$ cat config.mk
export PLATFORM = sky130hd
export DESIGN_NAME = uart_async_receiver
export DESIGN_NICKNAME = d
export VERILOG_FILES = /design/src/logic/uart_rx_pkg.sv /design/src/logic/uart_async_receiver.sv
export VERILOG_INCLUDE_DIRS = /design/src /design/src/logic
export SDC_FILE = /design/constraint.sdc
export NUM_CORES = 1
export LEC_CHECK = 0
export BUFFER_PORTS_ARGS = -buffer_cell sky130_fd_sc_hd__buf_2
export CAP_MARGIN = 20
export CORE_UTILIZATION = 51
export CTS_BUF_LIST = sky130_fd_sc_hd__clkbuf_8
export CTS_CLUSTER_SIZE = 28
export DETAILED_ROUTE_END_ITERATION = 6
export PLACE_DENSITY_LB_ADDON = 0.08
export SLEW_MARGIN = 15
export SYNTH_ARGS = -nofsm -noshare
export SYNTH_HDL_FRONTEND = slang
export SYNTH_SLANG_ARGS = --single-unit
export TNS_END_PERCENT = 5
$ cat constraint.sdc
create_clock -name pclk -period 6.1 [get_ports pclk]
set_input_delay 0.61 -clock pclk [delete_from_list [all_inputs] [get_ports pclk]]
set_output_delay 0.61 -clock pclk [all_outputs]
set_load 0.005 [all_outputs]
$ cat src/logic/uart_rx_regs.svh
// Register offsets, field positions, reset values and sampling counts of the receiver.
// Assumes an 8-bit APB byte address; every register is one aligned 32-bit word.
`ifndef UART_RX_REGS_SVH
`define UART_RX_REGS_SVH

`define OFS_DATA          8'h00
`define OFS_STATUS        8'h04
`define OFS_CTRL          8'h08
`define OFS_FORMAT        8'h0C
`define OFS_BAUD          8'h10

`define BIT_RXC           7
`define BIT_FE            4
`define BIT_DOR           3
`define BIT_UPE           2
`define BIT_DOUBLE_SPEED  1
`define BIT_RXC_IE        7
`define BIT_RX_EN         4
`define BIT_PAR_EN        5
`define BIT_PAR_ODD       4
`define BIT_STOP2         3
`define SIZE_LSB          1

`define RST_SIZE          2'h3
`define RST_BAUD          12'h000

`define OSR_NORMAL        5'h10
`define OSR_DOUBLE        5'h08
`define MID_NORMAL        5'h09
`define MID_DOUBLE        5'h05
`define DATA_BITS_MIN     4'h5

`endif

$ cat src/logic/uart_rx_pkg.sv
// Types shared by the asynchronous receiver.
// Assumes nothing beyond a SystemVerilog compiler.
package uart_rx_pkg;

  typedef enum logic [1:0] {ST_IDLE, ST_START, ST_BITS} rx_state_t;

  typedef struct packed {
    logic [7:0] data;
    logic       frame_err;
    logic       overrun;
    logic       parity_err;
  } rx_entry_t;

endpackage : uart_rx_pkg

$ cat src/logic/uart_async_receiver.sv
// Asynchronous serial receiver with an APB register file and a small receive buffer.
// Assumes an APB master on pclk and an unsynchronised serial input from a remote sender.
// Behaviour
// - Receive-complete flag is high exactly while the buffer holds an unread character.
// - Clearing receiver enable flushes the buffer so the receive-complete flag reads zero.
// - Interrupt requested while flag, its enable and global enable are all set.
// - Reading the data register returns the oldest character and frees its entry.
// - Each entry keeps its error flags; software reads them before the data.
// - Software writes to error flags are ignored; error flags raise no interrupt.
// - Frame error is one when the first stop bit sampled zero, whatever stop count.
// - Overrun when buffer full, a character waits, and a new start bit appears.
// - Overrun indication clears when the waiting frame moves into the buffer.
// - Parity checked only when parity enabled; odd select picks type; else flag zero.
// - Parity mismatch over data bits is stored with the character until read.
// - Disabling stops reception at once, drops partial frame, releases the input pin.
// - Sampling at sixteen times baud normally, eight times in double speed.
// - First low sample after idle high is one; samples 8-10 or 4-6 vote.
// - Majority-high start bit is noise and rejected; otherwise resynchronise and receive.
// - Sixteen or eight sample states per bit until the first stop bit.
// - Each data, parity and stop bit is a two-of-three majority vote.
// - Middle voting sample is nine normally and five in double speed.
// - Only the first stop bit is used; low stop sets frame error.
// - Next start edge accepted right after the last stop voting sample.
//
// Local design decisions: the register offsets and the APB interface to the registers.
`include "uart_rx_regs.svh"
module uart_async_receiver
  import uart_rx_pkg::*;
#(
  parameter int BUF_DEPTH = 2,
  parameter int BAUD_W    = 12
)
(
  input  wire logic        pclk,
  input  wire logic        presetn,
  input  wire logic        psel,
  input  wire logic        penable,
  input  wire logic        pwrite,
  input  wire logic [7:0]  paddr,
  input  wire logic [31:0] pwdata,
  output logic [31:0]      prdata,
  output logic             pready,
  output logic             pslverr,
  input  wire logic        serial_input_pin,
  input  wire logic        global_irq_enable,
  output logic             rx_irq,
  output logic             serial_pin_override
);

  localparam int PTR_W = (BUF_DEPTH > 1) ? $clog2(BUF_DEPTH) : 1;
  localparam logic [PTR_W:0] FULL_COUNT = BUF_DEPTH[PTR_W:0];

  // The pointer arithmetic wraps naturally only for power-of-two depths.
  if (BUF_DEPTH < 2 || (BUF_DEPTH & (BUF_DEPTH - 1)) != 0)
  begin : g_bad_depth
    $error("BUF_DEPTH must be a power of two of at least 2");
  end
  if (BAUD_W < 1 || BAUD_W > 16)
  begin : g_bad_baud
    $error("BAUD_W must lie between 1 and 16");
  end

  logic [1:0]        rx_sync, next_rx_sync, size, next_size, votes, next_votes;
  logic              rx_s, tick, access, hit, pop, push, full, rxc, vote;
  logic              rx_en, next_rx_en, rxc_ie, next_rxc_ie, double_speed, next_double_speed;
  logic              par_en, next_par_en, par_odd, next_par_odd, stop2, next_stop2;
  logic              par_bit, next_par_bit, prev_rx, next_prev_rx, pend_v, next_pend_v;
  logic              ovr_pend, next_ovr_pend, pop_armed, next_pop_armed;
  logic [BAUD_W-1:0] baud_div, next_baud_div, baud_cnt, next_baud_cnt;
  rx_state_t         state, next_state;
  logic [4:0]        smp, next_smp, osr, mid;
  logic [3:0]        bit_idx, next_bit_idx, nbits, last_idx;
  logic [7:0]        shreg, next_shreg;
  logic [31:0]       next_prdata;
  rx_entry_t         pend, next_pend, head, push_entry;
  rx_entry_t         mem [BUF_DEPTH];
  rx_entry_t         next_mem [BUF_DEPTH];
  logic [PTR_W-1:0]  wr_ptr, next_wr_ptr, rd_ptr, next_rd_ptr;
  logic [PTR_W:0]    count, next_count;

  // Bus decode; the slave never inserts wait states.
  assign pready  = 1'b1;
  assign access  = psel & penable;
  assign hit     = (paddr == `OFS_DATA) || (paddr == `OFS_STATUS) || (paddr == `OFS_CTRL)
                || (paddr == `OFS_FORMAT) || (paddr == `OFS_BAUD);
  assign pslverr = access & ~hit;
  // Pop only if data was present when the read began, so the sampled word is what leaves.
  assign pop     = access & ~pwrite & (paddr == `OFS_DATA) & pop_armed;

  // Buffer status and frame geometry.
  assign full       = (count == FULL_COUNT);
  assign rxc        = rx_en & (count != '0);
  assign head       = mem[rd_ptr];
  assign push       = rx_en & pend_v & (~full | pop);
  assign push_entry = '{data: pend.data, frame_err: pend.frame_err,
                        overrun: ovr_pend, parity_err: pend.parity_err};
  assign osr        = double_speed ? `OSR_DOUBLE : `OSR_NORMAL;
  assign mid        = double_speed ? `MID_DOUBLE : `MID_NORMAL;
  assign nbits      = `DATA_BITS_MIN + {2'b00, size};
  assign last_idx   = nbits + {3'b000, par_en};
  // Two of three: the two stored samples and the one arriving now.
  assign vote       = (votes[1] & votes[0]) | (votes[1] & rx_s) | (votes[0] & rx_s);

  // The interrupt is a level, so it stays asserted until the buffer drains.
  assign rx_irq              = rxc & rxc_ie & global_irq_enable;
  assign serial_pin_override = rx_en;

  // Two-stage synchroniser; only the second stage feeds the receiver.
  always_comb
  begin
    next_rx_sync = {rx_sync[0], serial_input_pin};
  end

  always_ff @(posedge pclk or negedge presetn)
  begin
    if (!presetn)
      rx_sync <= 2'b11;
    else
      rx_sync <= next_rx_sync;
  end

  assign rx_s = rx_sync[1];

  // Configuration registers; the error bits of the status word are not writable.
  always_comb
  begin
    {next_rx_en, next_rxc_ie, next_double_speed} = {rx_en, rxc_ie, double_speed};
    {next_par_en, next_par_odd, next_stop2}      = {par_en, par_odd, stop2};
    next_size     = size;
    next_baud_div = baud_div;
    if (access && pwrite)
    begin
      unique case (paddr)
        `OFS_STATUS: next_double_speed = pwdata[`BIT_DOUBLE_SPEED];
        `OFS_CTRL:
        begin
          next_rx_en  = pwdata[`BIT_RX_EN];
          next_rxc_ie = pwdata[`BIT_RXC_IE];
        end
        `OFS_FORMAT:
        begin
          next_par_en  = pwdata[`BIT_PAR_EN];
          next_par_odd = pwdata[`BIT_PAR_ODD];
          next_stop2   = pwdata[`BIT_STOP2];
          next_size    = pwdata[`SIZE_LSB +: 2];
        end
        `OFS_BAUD:   next_baud_div = pwdata[BAUD_W-1:0];
        default:     next_rx_en = rx_en;
      endcase
    end
  end

  always_ff @(posedge pclk or negedge presetn)
  begin
    if (!presetn)
    begin
      {rx_en, rxc_ie, double_speed, par_en, par_odd, stop2} <= 6'h00;
      size     <= `RST_SIZE;
      baud_div <= BAUD_W'(`RST_BAUD);
    end
    else
    begin
      {rx_en, rxc_ie, double_speed, par_en, par_odd, stop2} <=
        {next_rx_en, next_rxc_ie, next_double_speed, next_par_en, next_par_odd, next_stop2};
      size     <= next_size;
      baud_div <= next_baud_div;
    end
  end

  // Sample tick: one pulse every baud_div + 1 clocks while the receiver is on.
  assign tick = rx_en & (baud_cnt == '0);

  always_comb
  begin
    if (!rx_en || baud_cnt == '0)
      next_baud_cnt = baud_div;
    else
      next_baud_cnt = baud_cnt - 1'b1;
  end

  always_ff @(posedge pclk or negedge presetn)
  begin
    if (!presetn)
      baud_cnt <= '0;
    else
      baud_cnt <= next_baud_cnt;
  end

  // Clock and data recovery. smp is the number of the previous sample, so rx_s
  // is sample smp + 1; votes therefore fall on smp = mid - 2, mid - 1 and mid.
  always_comb
  begin
    next_state = state;
    {next_smp, next_bit_idx, next_shreg, next_par_bit, next_votes, next_prev_rx} =
      {smp, bit_idx, shreg, par_bit, votes, prev_rx};
    {next_pend, next_pend_v, next_ovr_pend} = {pend, pend_v, ovr_pend};
    if (push)
    begin
      next_pend_v   = 1'b0;
      next_ovr_pend = 1'b0;
    end
    if (!rx_en)
    begin
      next_state    = ST_IDLE;
      next_smp      = 5'h00;
      next_pend_v   = 1'b0;
      next_ovr_pend = 1'b0;
      next_prev_rx  = 1'b1;
    end
    else if (tick)
    begin
      next_prev_rx = rx_s;
      if (state != ST_IDLE)
      begin
        next_smp = (smp == osr) ? 5'h01 : smp + 5'h01;
        if (smp == mid - 5'h02 || smp == mid - 5'h01)
          next_votes = {votes[0], rx_s};
      end
      unique case (state)
        ST_IDLE:
        begin
          if (prev_rx && !rx_s)
          begin
            next_state = ST_START;
            next_smp   = 5'h01;
            if (pend_v && full)
              next_ovr_pend = 1'b1;
          end
        end
        ST_START:
        begin
          if (smp == mid && vote)
            next_state = ST_IDLE;
          else if (smp == osr)
          begin
            next_state   = ST_BITS;
            next_bit_idx = 4'h0;
            next_shreg   = 8'h00;
            next_par_bit = 1'b0;
          end
        end
        ST_BITS:
        begin
          if (smp == mid)
          begin
            if (bit_idx < nbits)
              next_shreg[bit_idx[2:0]] = vote;
            else if (par_en && bit_idx == nbits)
              next_par_bit = vote;
            if (bit_idx == last_idx)
            begin
              // The stop is decided here; the rest of the stop time is not waited.
              next_state = ST_IDLE;
              if (!next_pend_v)
              begin
                next_pend_v          = 1'b1;
                next_pend.data       = shreg;
                next_pend.frame_err  = ~vote;
                next_pend.overrun    = 1'b0;
                next_pend.parity_err = par_en & (^shreg ^ par_bit ^ par_odd);
              end
            end
          end
          else if (smp == osr)
            next_bit_idx = bit_idx + 4'h1;
        end
      endcase
    end
  end

  always_ff @(posedge pclk or negedge presetn)
  begin
    if (!presetn)
    begin
      state <= ST_IDLE;
      {smp, bit_idx, shreg, par_bit, votes, prev_rx} <= {5'h00, 4'h0, 8'h00, 1'b0, 2'b11, 1'b1};
      {pend, pend_v, ovr_pend} <= {11'h000, 2'b00};
    end
    else
    begin
      state <= next_state;
      {smp, bit_idx, shreg, par_bit, votes, prev_rx} <=
        {next_smp, next_bit_idx, next_shreg, next_par_bit, next_votes, next_prev_rx};
      {pend, pend_v, ovr_pend} <= {next_pend, next_pend_v, next_ovr_pend};
    end
  end

  // Receive buffer; disabling the receiver empties it at once.
  always_comb
  begin
    next_mem    = mem;
    next_wr_ptr = wr_ptr;
    next_rd_ptr = rd_ptr;
    next_count  = count;
    if (!rx_en)
    begin
      next_wr_ptr = '0;
      next_rd_ptr = '0;
      next_count  = '0;
    end
    else
    begin
      if (push)
      begin
        next_mem[wr_ptr] = push_entry;
        next_wr_ptr      = wr_ptr + 1'b1;
      end
      if (pop)
        next_rd_ptr = rd_ptr + 1'b1;
      if (push && !pop)
        next_count = count + 1'b1;
      else if (pop && !push)
        next_count = count - 1'b1;
    end
  end

  always_ff @(posedge pclk or negedge presetn)
  begin
    if (!presetn)
    begin
      for (int i = 0; i < BUF_DEPTH; i++)
        mem[i] <= '0;
      wr_ptr <= '0;
      rd_ptr <= '0;
      count  <= '0;
    end
    else
    begin
      mem    <= next_mem;
      wr_ptr <= next_wr_ptr;
      rd_ptr <= next_rd_ptr;
      count  <= next_count;
    end
  end

  // Read data is captured in the setup phase so that it comes from a flip-flop.
  always_comb
  begin
    next_prdata    = prdata;
    next_pop_armed = 1'b0;
    if (psel && !penable && !pwrite)
    begin
      next_prdata = 32'h0000_0000;
      unique case (paddr)
        `OFS_DATA:
        begin
          next_pop_armed = rxc;
          if (rxc)
            next_prdata[7:0] = head.data;
        end
        `OFS_STATUS:
        begin
          next_prdata[`BIT_RXC]          = rxc;
          next_prdata[`BIT_FE]           = rxc & head.frame_err;
          next_prdata[`BIT_DOR]          = rxc & head.overrun;
          next_prdata[`BIT_UPE]          = rxc & par_en & head.parity_err;
          next_prdata[`BIT_DOUBLE_SPEED] = double_speed;
        end
        `OFS_CTRL:
        begin
          next_prdata[`BIT_RX_EN]  = rx_en;
          next_prdata[`BIT_RXC_IE] = rxc_ie;
        end
        `OFS_FORMAT:
        begin
          next_prdata[`BIT_PAR_EN]    = par_en;
          next_prdata[`BIT_PAR_ODD]   = par_odd;
          next_prdata[`BIT_STOP2]     = stop2;
          next_prdata[`SIZE_LSB +: 2] = size;
        end
        `OFS_BAUD:   next_prdata[BAUD_W-1:0] = baud_div;
        default:     next_prdata = 32'h0000_0000;
      endcase
    end
  end

  always_ff @(posedge pclk or negedge presetn)
  begin
    if (!presetn)
      {prdata, pop_armed} <= {32'h0000_0000, 1'b0};
    else
      {prdata, pop_armed} <= {next_prdata, next_pop_armed};
  end

endmodule : uart_async_receiver

==> Yosys cells after proc, flatten, opt, wreduce, memory -nomap -nowiden <==
Cells that the tools add are included.
{ "totals": {"word_cells": 226, "register_bits": 108} }
{ "classes": {"order_cmp": 6, "n_eq_ne": 29, "addsub": 11, "n_mux": 73, "n_reduce_logical": 41, "bitwise_logic": 31} }
{ "ops": {"columns": ["cell", "count"], "rows": [
  ["$mux 11", 4],
  ["$mux 8", 5],
  ["$mux 5", 7],
  ["$mux 1", 26],
  ["$mux 4", 6],
  ["$bwmux 22", 1],
  ["$ne 2x2->1 const B", 11],
  ["$mux 2", 10],
  ["$and 1x1->1", 19],
  ["$eq 8x4->1 const B", 2],
  ["$pmux 8 s2", 1],
  ["$eq 5x5->1", 3],
  ["$reduce_and 7->1", 2],
  ["$logic_not 12->1", 1],
  ["$mux 12", 1],
  ["$pmux 3 s4", 1],
  ["$sub 12x1->12 const B", 1],
  ["$demux 11 s1", 1],
  ["$logic_and 1x1->1", 11],
  ["$reduce_and 2->1", 5],
  ["$ne 3x3->1 const B", 3],
  ["$bwmux 8", 1],
  ["$eq 4x4->1", 2],
  ["$eq 8x3->1 const B", 1],
  ["other kinds (41)", 66]
]} }

==> Longest topological paths before layout <==
Gate-level depths: netlist (run 1).
{ "logic_depth": {"ltp_word": 12, "depth_mapped": 10, "depth_no_buf": 9} }

==> Worst setup path before layout (run 1) <==
Ideal clock, no wire load.
{ "synth_path": {"path_kind": "reg2reg", "start": "register size[0]", "end": "register pend[10] in the netlist's numbering", "n_path_buf": 1, "setup_slack_ps": 3620, "setup_ps": 128, "arrival_time_ps": 2352, "path_stages_with_launch": 11, "t_required_ps": 5972, "cell_sequence": "dfstp_2 -> inv_1 -> ha_1 -> inv_1 -> fa_1 -> xnor2_1 -> nor2_1 -> and3_1 -> nor4b_2 -> buf_4 -> mux2_1"} }
{ "synth_via": {"elab_chain_cells": 4} }
{ "synth_rtl": {"columns": ["item", "line_no", "text"], "rows": [
  ["start: declaration", "uart_async_receiver.sv:63", "logic [1:0] rx_sync, next_rx_sync, size, next_size, votes, next_votes;"],
  ["start signal: assignment", "uart_async_receiver.sv:158", "size <= `RST_SIZE;"],
  ["start signal: assignment", "uart_async_receiver.sv:165", "size <= next_size;"],
  ["$add 3x2->4 (no source line)", null, null],
  ["$add 4x1->4", "uart_async_receiver.sv:100", "assign last_idx = nbits + {3'b000, par_en};"],
  ["$eq 4x4->1", "uart_async_receiver.sv:250", "if (bit_idx == last_idx)"],
  ["$reduce_and 6->1 (no source line)", null, null],
  ["end signal: assignment", "uart_async_receiver.sv:277", "{pend, pend_v, ovr_pend} <= {11'h000, 2'b00};"],
  ["end signal: assignment", "uart_async_receiver.sv:284", "{pend, pend_v, ovr_pend} <= {next_pend, next_pend_v, next_ovr_pend};"],
  ["end: declaration", "uart_async_receiver.sv:75", "rx_entry_t pend, next_pend, head, push_entry;"]
]} }
Every way passes these cells.
A chain may end at the register's enable or synchronous reset.

==> Final worst setup path (run 1) <==
{ "layout_path": {"start": "register baud_cnt[0]", "end": "register smp[2]"} }
{ "layout_via": {"elab_chain_cells": 3} }
{ "layout_rtl": {"columns": ["item", "line_no", "text"], "rows": [
  ["start: declaration", "uart_async_receiver.sv:69", "logic [BAUD_W-1:0] baud_div, next_baud_div, baud_cnt, next_baud_cnt;"],
  ["start signal: assignment", "uart_async_receiver.sv:186", "baud_cnt <= next_baud_cnt;"],
  ["$logic_not 12->1", "uart_async_receiver.sv:171", "assign tick = rx_en & (baud_cnt == '0);"],
  ["$and 1x1->1", "uart_async_receiver.sv:171", null],
  ["$ne 2x2->1 (no source line)", null, null],
  ["end signal: assignment", "uart_async_receiver.sv:276", "{smp, bit_idx, shreg, par_bit, votes, prev_rx} <= {5'h00, 4'h0, 8'h00, 1'b0, 2'b11, 1'b1};"],
  ["end signal: assignment", "uart_async_receiver.sv:282", "{smp, bit_idx, shreg, par_bit, votes, prev_rx} <="],
  ["end: declaration", "uart_async_receiver.sv:71", "logic [4:0] smp, next_smp, osr, mid;"]
]} }
Every way passes these cells.

==> results of run 1 <==
-- stage by stage --
stage | cells | instance area, µm² | total power, µW
after global placement | 718 | 6180 | 827
after CTS | 734 | 6380 | 1260
final | 734 | 6380 | 1250
after floorplan | 578 | 6060 | 800
after detailed placement | 718 | 6180 | 828
after global routing | 734 | 6380 | 1300
-- power breakdown --
group          switching, µW  internal (µW)
Sequential              6.39            723
Clock                    245            188
Combinational           54.1           30.0
Total                    305            941
-- cells by family after synthesis --
| kind of cell | share of synthesized area |
|---|---|
| AOI/OAI and AO/OA | 0.112 |
| xor gates and xnor gates | 0.0345 |
| adders and majority gates | 0.0360 |
| buffers and inverters | 0.0621 |
| DFF | 0.453 |
| muxes | 0.135 |
| other | 0.00125 |
| and+or+nand+nor | 0.167 |
-- path summary, 6_finish.rpt --
path / start / to / slack, ps / depth (start not counted)
worst max-delay path: baud_cnt[0] / smp[2] / 2910 / 7
worst min register to register: rx_sync[0] / rx_sync[1] / 360 / 0
worst max register to register: baud_cnt[0] / smp[2] / 2910 / 7
min in group pclk: serial_input_pin / rx_sync[0] / 320 / 1
worst min-delay path: presetn / mem[18] / 200 / 1
max in group asynchronous: presetn / prdata[8] / 4640 / 2
-- area by class of cell --
class                      instances  area (µm²)  share of cell area
multi-input combinational        398        2970               0.466
tap                              143         179              0.0281
sequential                       108        2710               0.425
clock inverter                     7        68.8              0.0108
clock buffer                       9         124              0.0194
inverter                          26        97.6              0.0153
timing repair buffer              43         223              0.0349
-- per-layer routing --
metal / global-route usage / part of all wire / vias up
met4: 0.0761 / 0.015 / 0
met3: 0.0306 / 0.032 / 15
met2: 0.370 / 0.47 / 83
met5: 0 / 0 / -
met1: 0.302 / 0.48 / 2042
li1: - / - / 2013
-- critical path, delay by kind of cell, from the launching register on --
family	cells	cell delay [ps]
AO/OA/AOI/OAI	2	440
adder cells (fa/ha/maj)	1	160
buffers and inverters	1	60
flip-flops	1	410
AND/OR/NAND/NOR	3	2000
-- state kept, by name, indices dropped and copies added (netlist names), 2 cells and up --
name / cells
baud_div: 12
mem: 22
rx_sync: 2
bit_idx: 4
count: 2
pend: 10
size: 2
state: 2
baud_cnt: 12
smp: 5
shreg: 8
votes: 2
prdata: 12
-- cells in the mapped netlist, types with 3 or more instances --
| library cell | instances |
|---|---|
| a21o_1 | 3 |
| a21oi_1 | 10 |
| a221oi_1 | 5 |
| a31oi_1 | 3 |
| and2_1 | 10 |
| and3_1 | 4 |
| buf_2 | 6 |
| buf_4 | 23 |
| clkbuf_1 | 14 |
| dfrtp_1 | 101 |
| dfstp_2 | 7 |
| ha_1 | 14 |
| inv_1 | 26 |
| mux2_1 | 23 |
| mux2_2 | 37 |
| mux2i_1 | 13 |
| nand2_1 | 53 |
| nand2b_1 | 5 |
| nand3_1 | 17 |
| nand3b_1 | 3 |
| nand4_1 | 6 |
| nor2_1 | 27 |
| nor2b_1 | 9 |
| nor3_1 | 5 |
| nor3b_1 | 4 |
| nor4_1 | 3 |
| o211ai_1 | 4 |
| o211ai_2 | 5 |
| o21ai_0 | 17 |
| o21ai_1 | 5 |
| o22ai_1 | 3 |
| o311ai_0 | 8 |
| o31ai_1 | 3 |
| or2_2 | 3 |
| or4_1 | 9 |
| xnor2_1 | 17 |
| xor2_1 | 4 |
==> flow_metrics.env, run 1 <==
export IMPL_status="complete, no violations"
export IMPL_cts_buffer_depth=2
export IMPL_ys_warn_count=0
export IMPL_power_density_nw_per_um2=195
export IMPL_maxSlewViolCount=0
export IMPL_wirelength_um=12500
export IMPL_grt_max_degree=67
export IMPL_critical_path_max_fanout=27
export IMPL_relSlewSlack=0.350
export IMPL_crit_path_max_incr_delay_ps=800
export IMPL_gp_congestion=0.828
export IMPL_grt_pass1_vias=4049
export IMPL_ctsHtreeMaxLevel=3
export IMPL_hold_buffers=0
export IMPL_ys_seq_area_frac=0.453
export IMPL_synthDistinctLibCells=74
export IMPL_hold_viol_final=0
export IMPL_synth_area_leader_cell="dfrtp_1"
export IMPL_grt_usage=0.223
export IMPL_wire_per_inst_um=17.0
export IMPL_fin_tns_setup_ps=0
export IMPL_cts_tree="built"
export IMPL_finish_utilization=0.559
export IMPL_fillers=1034
export IMPL_holdWs_ps=204
export IMPL_clk_insertion_delay_late_ps=380
export IMPL_clk_pin_slew_ps=100
export IMPL_critPathArrivalTime_ps=3470
export IMPL_grt_overflow_total=0
export IMPL_via_per_inst=5.66
export IMPL_synth_area_per_cell_um2=10.7
export IMPL_dp_worst_setup_slack_ps=2880
export IMPL_clockRootBuffer="clkbuf_8"
export IMPL_synth_top_area_frac=0.422
export IMPL_drcViolationCount=0
export IMPL_crit_type="register to register"
export IMPL_chipWidth_um=110
export IMPL_clock_sinks=108
export IMPL_slowest_stage="nand2b_1"
export IMPL_rsz0062_at_grt="false"
export IMPL_synth_area_um2=5990
export IMPL_setup_slack_ps=2910
export IMPL_p_leak_uw=0.00302
export IMPL_synth_area_top_cells="dfrtp_1, mux2_2, mux2_1"
export IMPL_ios=83
export IMPL_clock_skew_ps=11.9
export IMPL_nets=648
export IMPL_dp_hpwl_um=9020
export IMPL_first_pass_iters=4
export IMPL_peakVddDrop_mv=0.122
export IMPL_cp_data_required_time_ps=6370
export IMPL_endpoint_kind="register"
export IMPL_rows=39
export IMPL_core_area_um2=11400
export IMPL_min_path_type="primary input to async pin"
export IMPL_worst_pin_slew_ps=976
export IMPL_synthFlopType="dfrtp_1"
export IMPL_final_cell_mix="dfrtp_1, nand2_1, buf_2"
export IMPL_syn_inst=559
export IMPL_antenna_found_initial=0
export IMPL_postCtsSetupRepairBufs=0
export IMPL_drive_gt1_frac=0.212
export IMPL_synth_seq_cells=108
export IMPL_detail_route_antenna_nets=0
export IMPL_initial_core_util=0.524
export IMPL_io_buffer_count=41
export IMPL_dieArea_um2=12200
export IMPL_vias=4153
export IMPL_drt_iter0_drc=196
export IMPL_period_needed_ps=3190
export IMPL_synth_edf_count=0
export IMPL_synthArstFlopShare=1.00
export IMPL_mostFrequentLayoutCell="dfrtp_1"
export IMPL_setup_violations=0
export IMPL_period_share=0.523
export IMPL_fmax_mhz=313
export IMPL_numCtsBuffers=9
export IMPL_diodes=0
export IMPL_syn_to_final_growth_pct=6.54
export IMPL_post_cts_resized=0
export IMPL_max_cap_violations=0
export IMPL_start_kind="register"
export IMPL_grt_pass1_wl_um=20400
export IMPL_chipHeight_um=110
export IMPL_worstPathCellList="inv_1, ha_1, or3b_4, nor4_4, nand2b_1, o21ai_0, a21o_1"
Note: power is estimated with default switching activity, not from simulation.
==> run 2, diff against run 1 <==
Clock period 6.1 ns to 3.1 ns, I/O delays scaled along.
==> flow_metrics.env, run 2 (synthesized netlist as in run 1, its figures left out) <==
export IMPL_grt_usage=0.226
export IMPL_p_leak_uw=0.00307
export IMPL_clock_skew_ps=18.1
export IMPL_largest_register_ffs=22
export IMPL_first_pass_iters=4
export IMPL_cp_buffers_inverters=3
export IMPL_grt_max_degree=63
export IMPL_gp_congestion=0.787
export IMPL_crit_type="register to register"
export IMPL_peakVddDrop_mv=0.238
export IMPL_crit_path_frequent_cell="inv_1"
export IMPL_min_path_type="primary input to async pin"
export IMPL_grt_pass1_wl_um=20600
export IMPL_slowest_stage="dfstp_2"
export IMPL_worstPathCellList="inv_1, ha_1, inv_1, fa_1, xnor2_1, nor2_1, and3_1, nor4b_2, buf_4, mux2_1"
export IMPL_antenna_found_initial=0
export IMPL_power_density_nw_per_um2=384
export IMPL_fmax_mhz=362
export IMPL_setup_violations=0
export IMPL_wire_per_inst_um=16.9
export IMPL_dp_hpwl_um=9170
export IMPL_critical_path_max_fanout=10
export IMPL_multi_input_area_um2=2970
export IMPL_rsz0062_at_grt="false"
export IMPL_core_area_um2=11400
export IMPL_grt_pass1_vias=3974
export IMPL_vias=4225
export IMPL_crit_path_max_incr_delay_ps=590
export IMPL_max_flop_register="mem"
export IMPL_clk_insertion_delay_late_ps=390
export IMPL_period_needed_ps=2760
export IMPL_finish_utilization=0.565
export IMPL_hold_buffers=1
export IMPL_postCtsSetupRepairBufs=0
export IMPL_io_buffer_count=41
export IMPL_reg2reg_slack_ps=340
export IMPL_nets=656
export IMPL_start_kind="register"
export IMPL_diodes=0
export IMPL_numCtsBuffers=9
export IMPL_holdWs_ps=0.538
export IMPL_fin_tns_setup_ps=0
export IMPL_detail_route_antenna_nets=0
export IMPL_fillers=1004
export IMPL_relSlewSlack=0.454
export IMPL_wirelength_um=12600
export IMPL_seq_area_um2=2710
export IMPL_drcViolationCount=0
export IMPL_rows=39
export IMPL_dieArea_um2=12200
export IMPL_chipHeight_um=110
export IMPL_syn_to_final_growth_pct=7.82
export IMPL_post_cts_resized=0
export IMPL_drive_gt1_frac=0.220
export IMPL_timing_rr_end="pend[3]"
export IMPL_clk_pin_slew_ps=100
export IMPL_worst_pin_slew_ps=819
export IMPL_hold_viol_final=0
export IMPL_cp_data_required_time_ps=3370
export IMPL_reg2reg_depth=10
export IMPL_clock_sinks=108
export IMPL_critPathArrivalTime_ps=3030
export IMPL_via_per_inst=5.69
export IMPL_clockRootBuffer="clkbuf_8"
export IMPL_cts_tree="built"
export IMPL_drt_iter0_drc=192
export IMPL_chipWidth_um=110
export IMPL_initial_core_util=0.524
export IMPL_status="complete, no violations"
export IMPL_cp_top_family="adder cells"
export IMPL_cts_buffer_depth=2
export IMPL_final_cell_mix="dfrtp_1, nand2_1, buf_2"
export IMPL_mostFrequentLayoutCell="dfrtp_1"
export IMPL_ios=83
export IMPL_period_share=0.891
export IMPL_grt_overflow_total=0
export IMPL_max_cap_violations=0
export IMPL_ctsHtreeMaxLevel=3
export IMPL_endpoint_kind="register"
export IMPL_maxSlewViolCount=0
export IMPL_reg2reg_from="size[0]"
-- run 2: cell count changes in the layout (fill, tap and decap cells not counted), sizes merged --
cell,change
dlygate4sd3,+1
clkinv,+2
inv,-1
buf,+7
clkinvlp,-1
-- run 2: cell type report --
| class | instances | share of cell area |
|---|---|---|
| well taps | 143 | 0.0277 |
| clock inverters | 7 | 0.0109 |
| flip-flops and latches | 108 | 0.420 |
| multi-input cells | 398 | 0.461 |
| repair buffers | 51 | 0.0461 |
| inverters | 26 | 0.0151 |
| clock buffers | 9 | 0.0192 |
-- run 2: report_power, final --
part / internal, µW / switching (µW) / leakage, µW
clock network: 371 / 496 / 0.0000980
registers: 1420 / 12.1 / 0.00147
logic: 65.8 / 109 / 0.00150
total: 1860 / 617 / 0.00307
-- run 2: routing by layer --
| metal | GRT usage | part of all wire | vias up |
|---|---|---|---|
| met5 | 0 | 0 | - |
| met4 | 0.0893 | 0.018 | 0 |
| met3 | 0.0347 | 0.038 | 12 |
| met2 | 0.351 | 0.47 | 91 |
| met1 | 0.315 | 0.47 | 2098 |
| li1 | - | - | 2024 |
-- run 2: worst reg2reg max path, cell delays in order (launching register included) --
cell and delay (ps):
dfstp_2 590, inv_1 110, ha_1 210, inv_1 70, fa_1 430, xnor2_1 140, nor2_1 130, and3_1 190
nor4b_2 210, buf_4 230, mux2_1 350
-- run 2: stage by stage --
stage	cell area (µm²)	power [µW]	setup WS [ps]	instances
finish	6450	2480	338	742
global route	6450	2590	181	742
CTS	6450	2510	312	742
detailed placement	6250	1640	320	725
global placement	6250	1630	375	725
floorplan	6060	1570	620	578
-- run 2: how the worst max path moves through the flow --
| stage | cells past startpoint | to | slack, ps | startpoint |
|---|---|---|---|---|
| finish | 10 | pend[3] | 340 | size[0] |
| global route | 8 | shreg[5] | 180 | size[1] |
| CTS | 10 | pend[3] | 310 | size[0] |
| detailed placement | 10 | pend[3] | 320 | size[0] |
| global placement | 10 | pend[7] | 370 | size[0] |
| floorplan | 10 | pend[10] | 620 | size[0] |
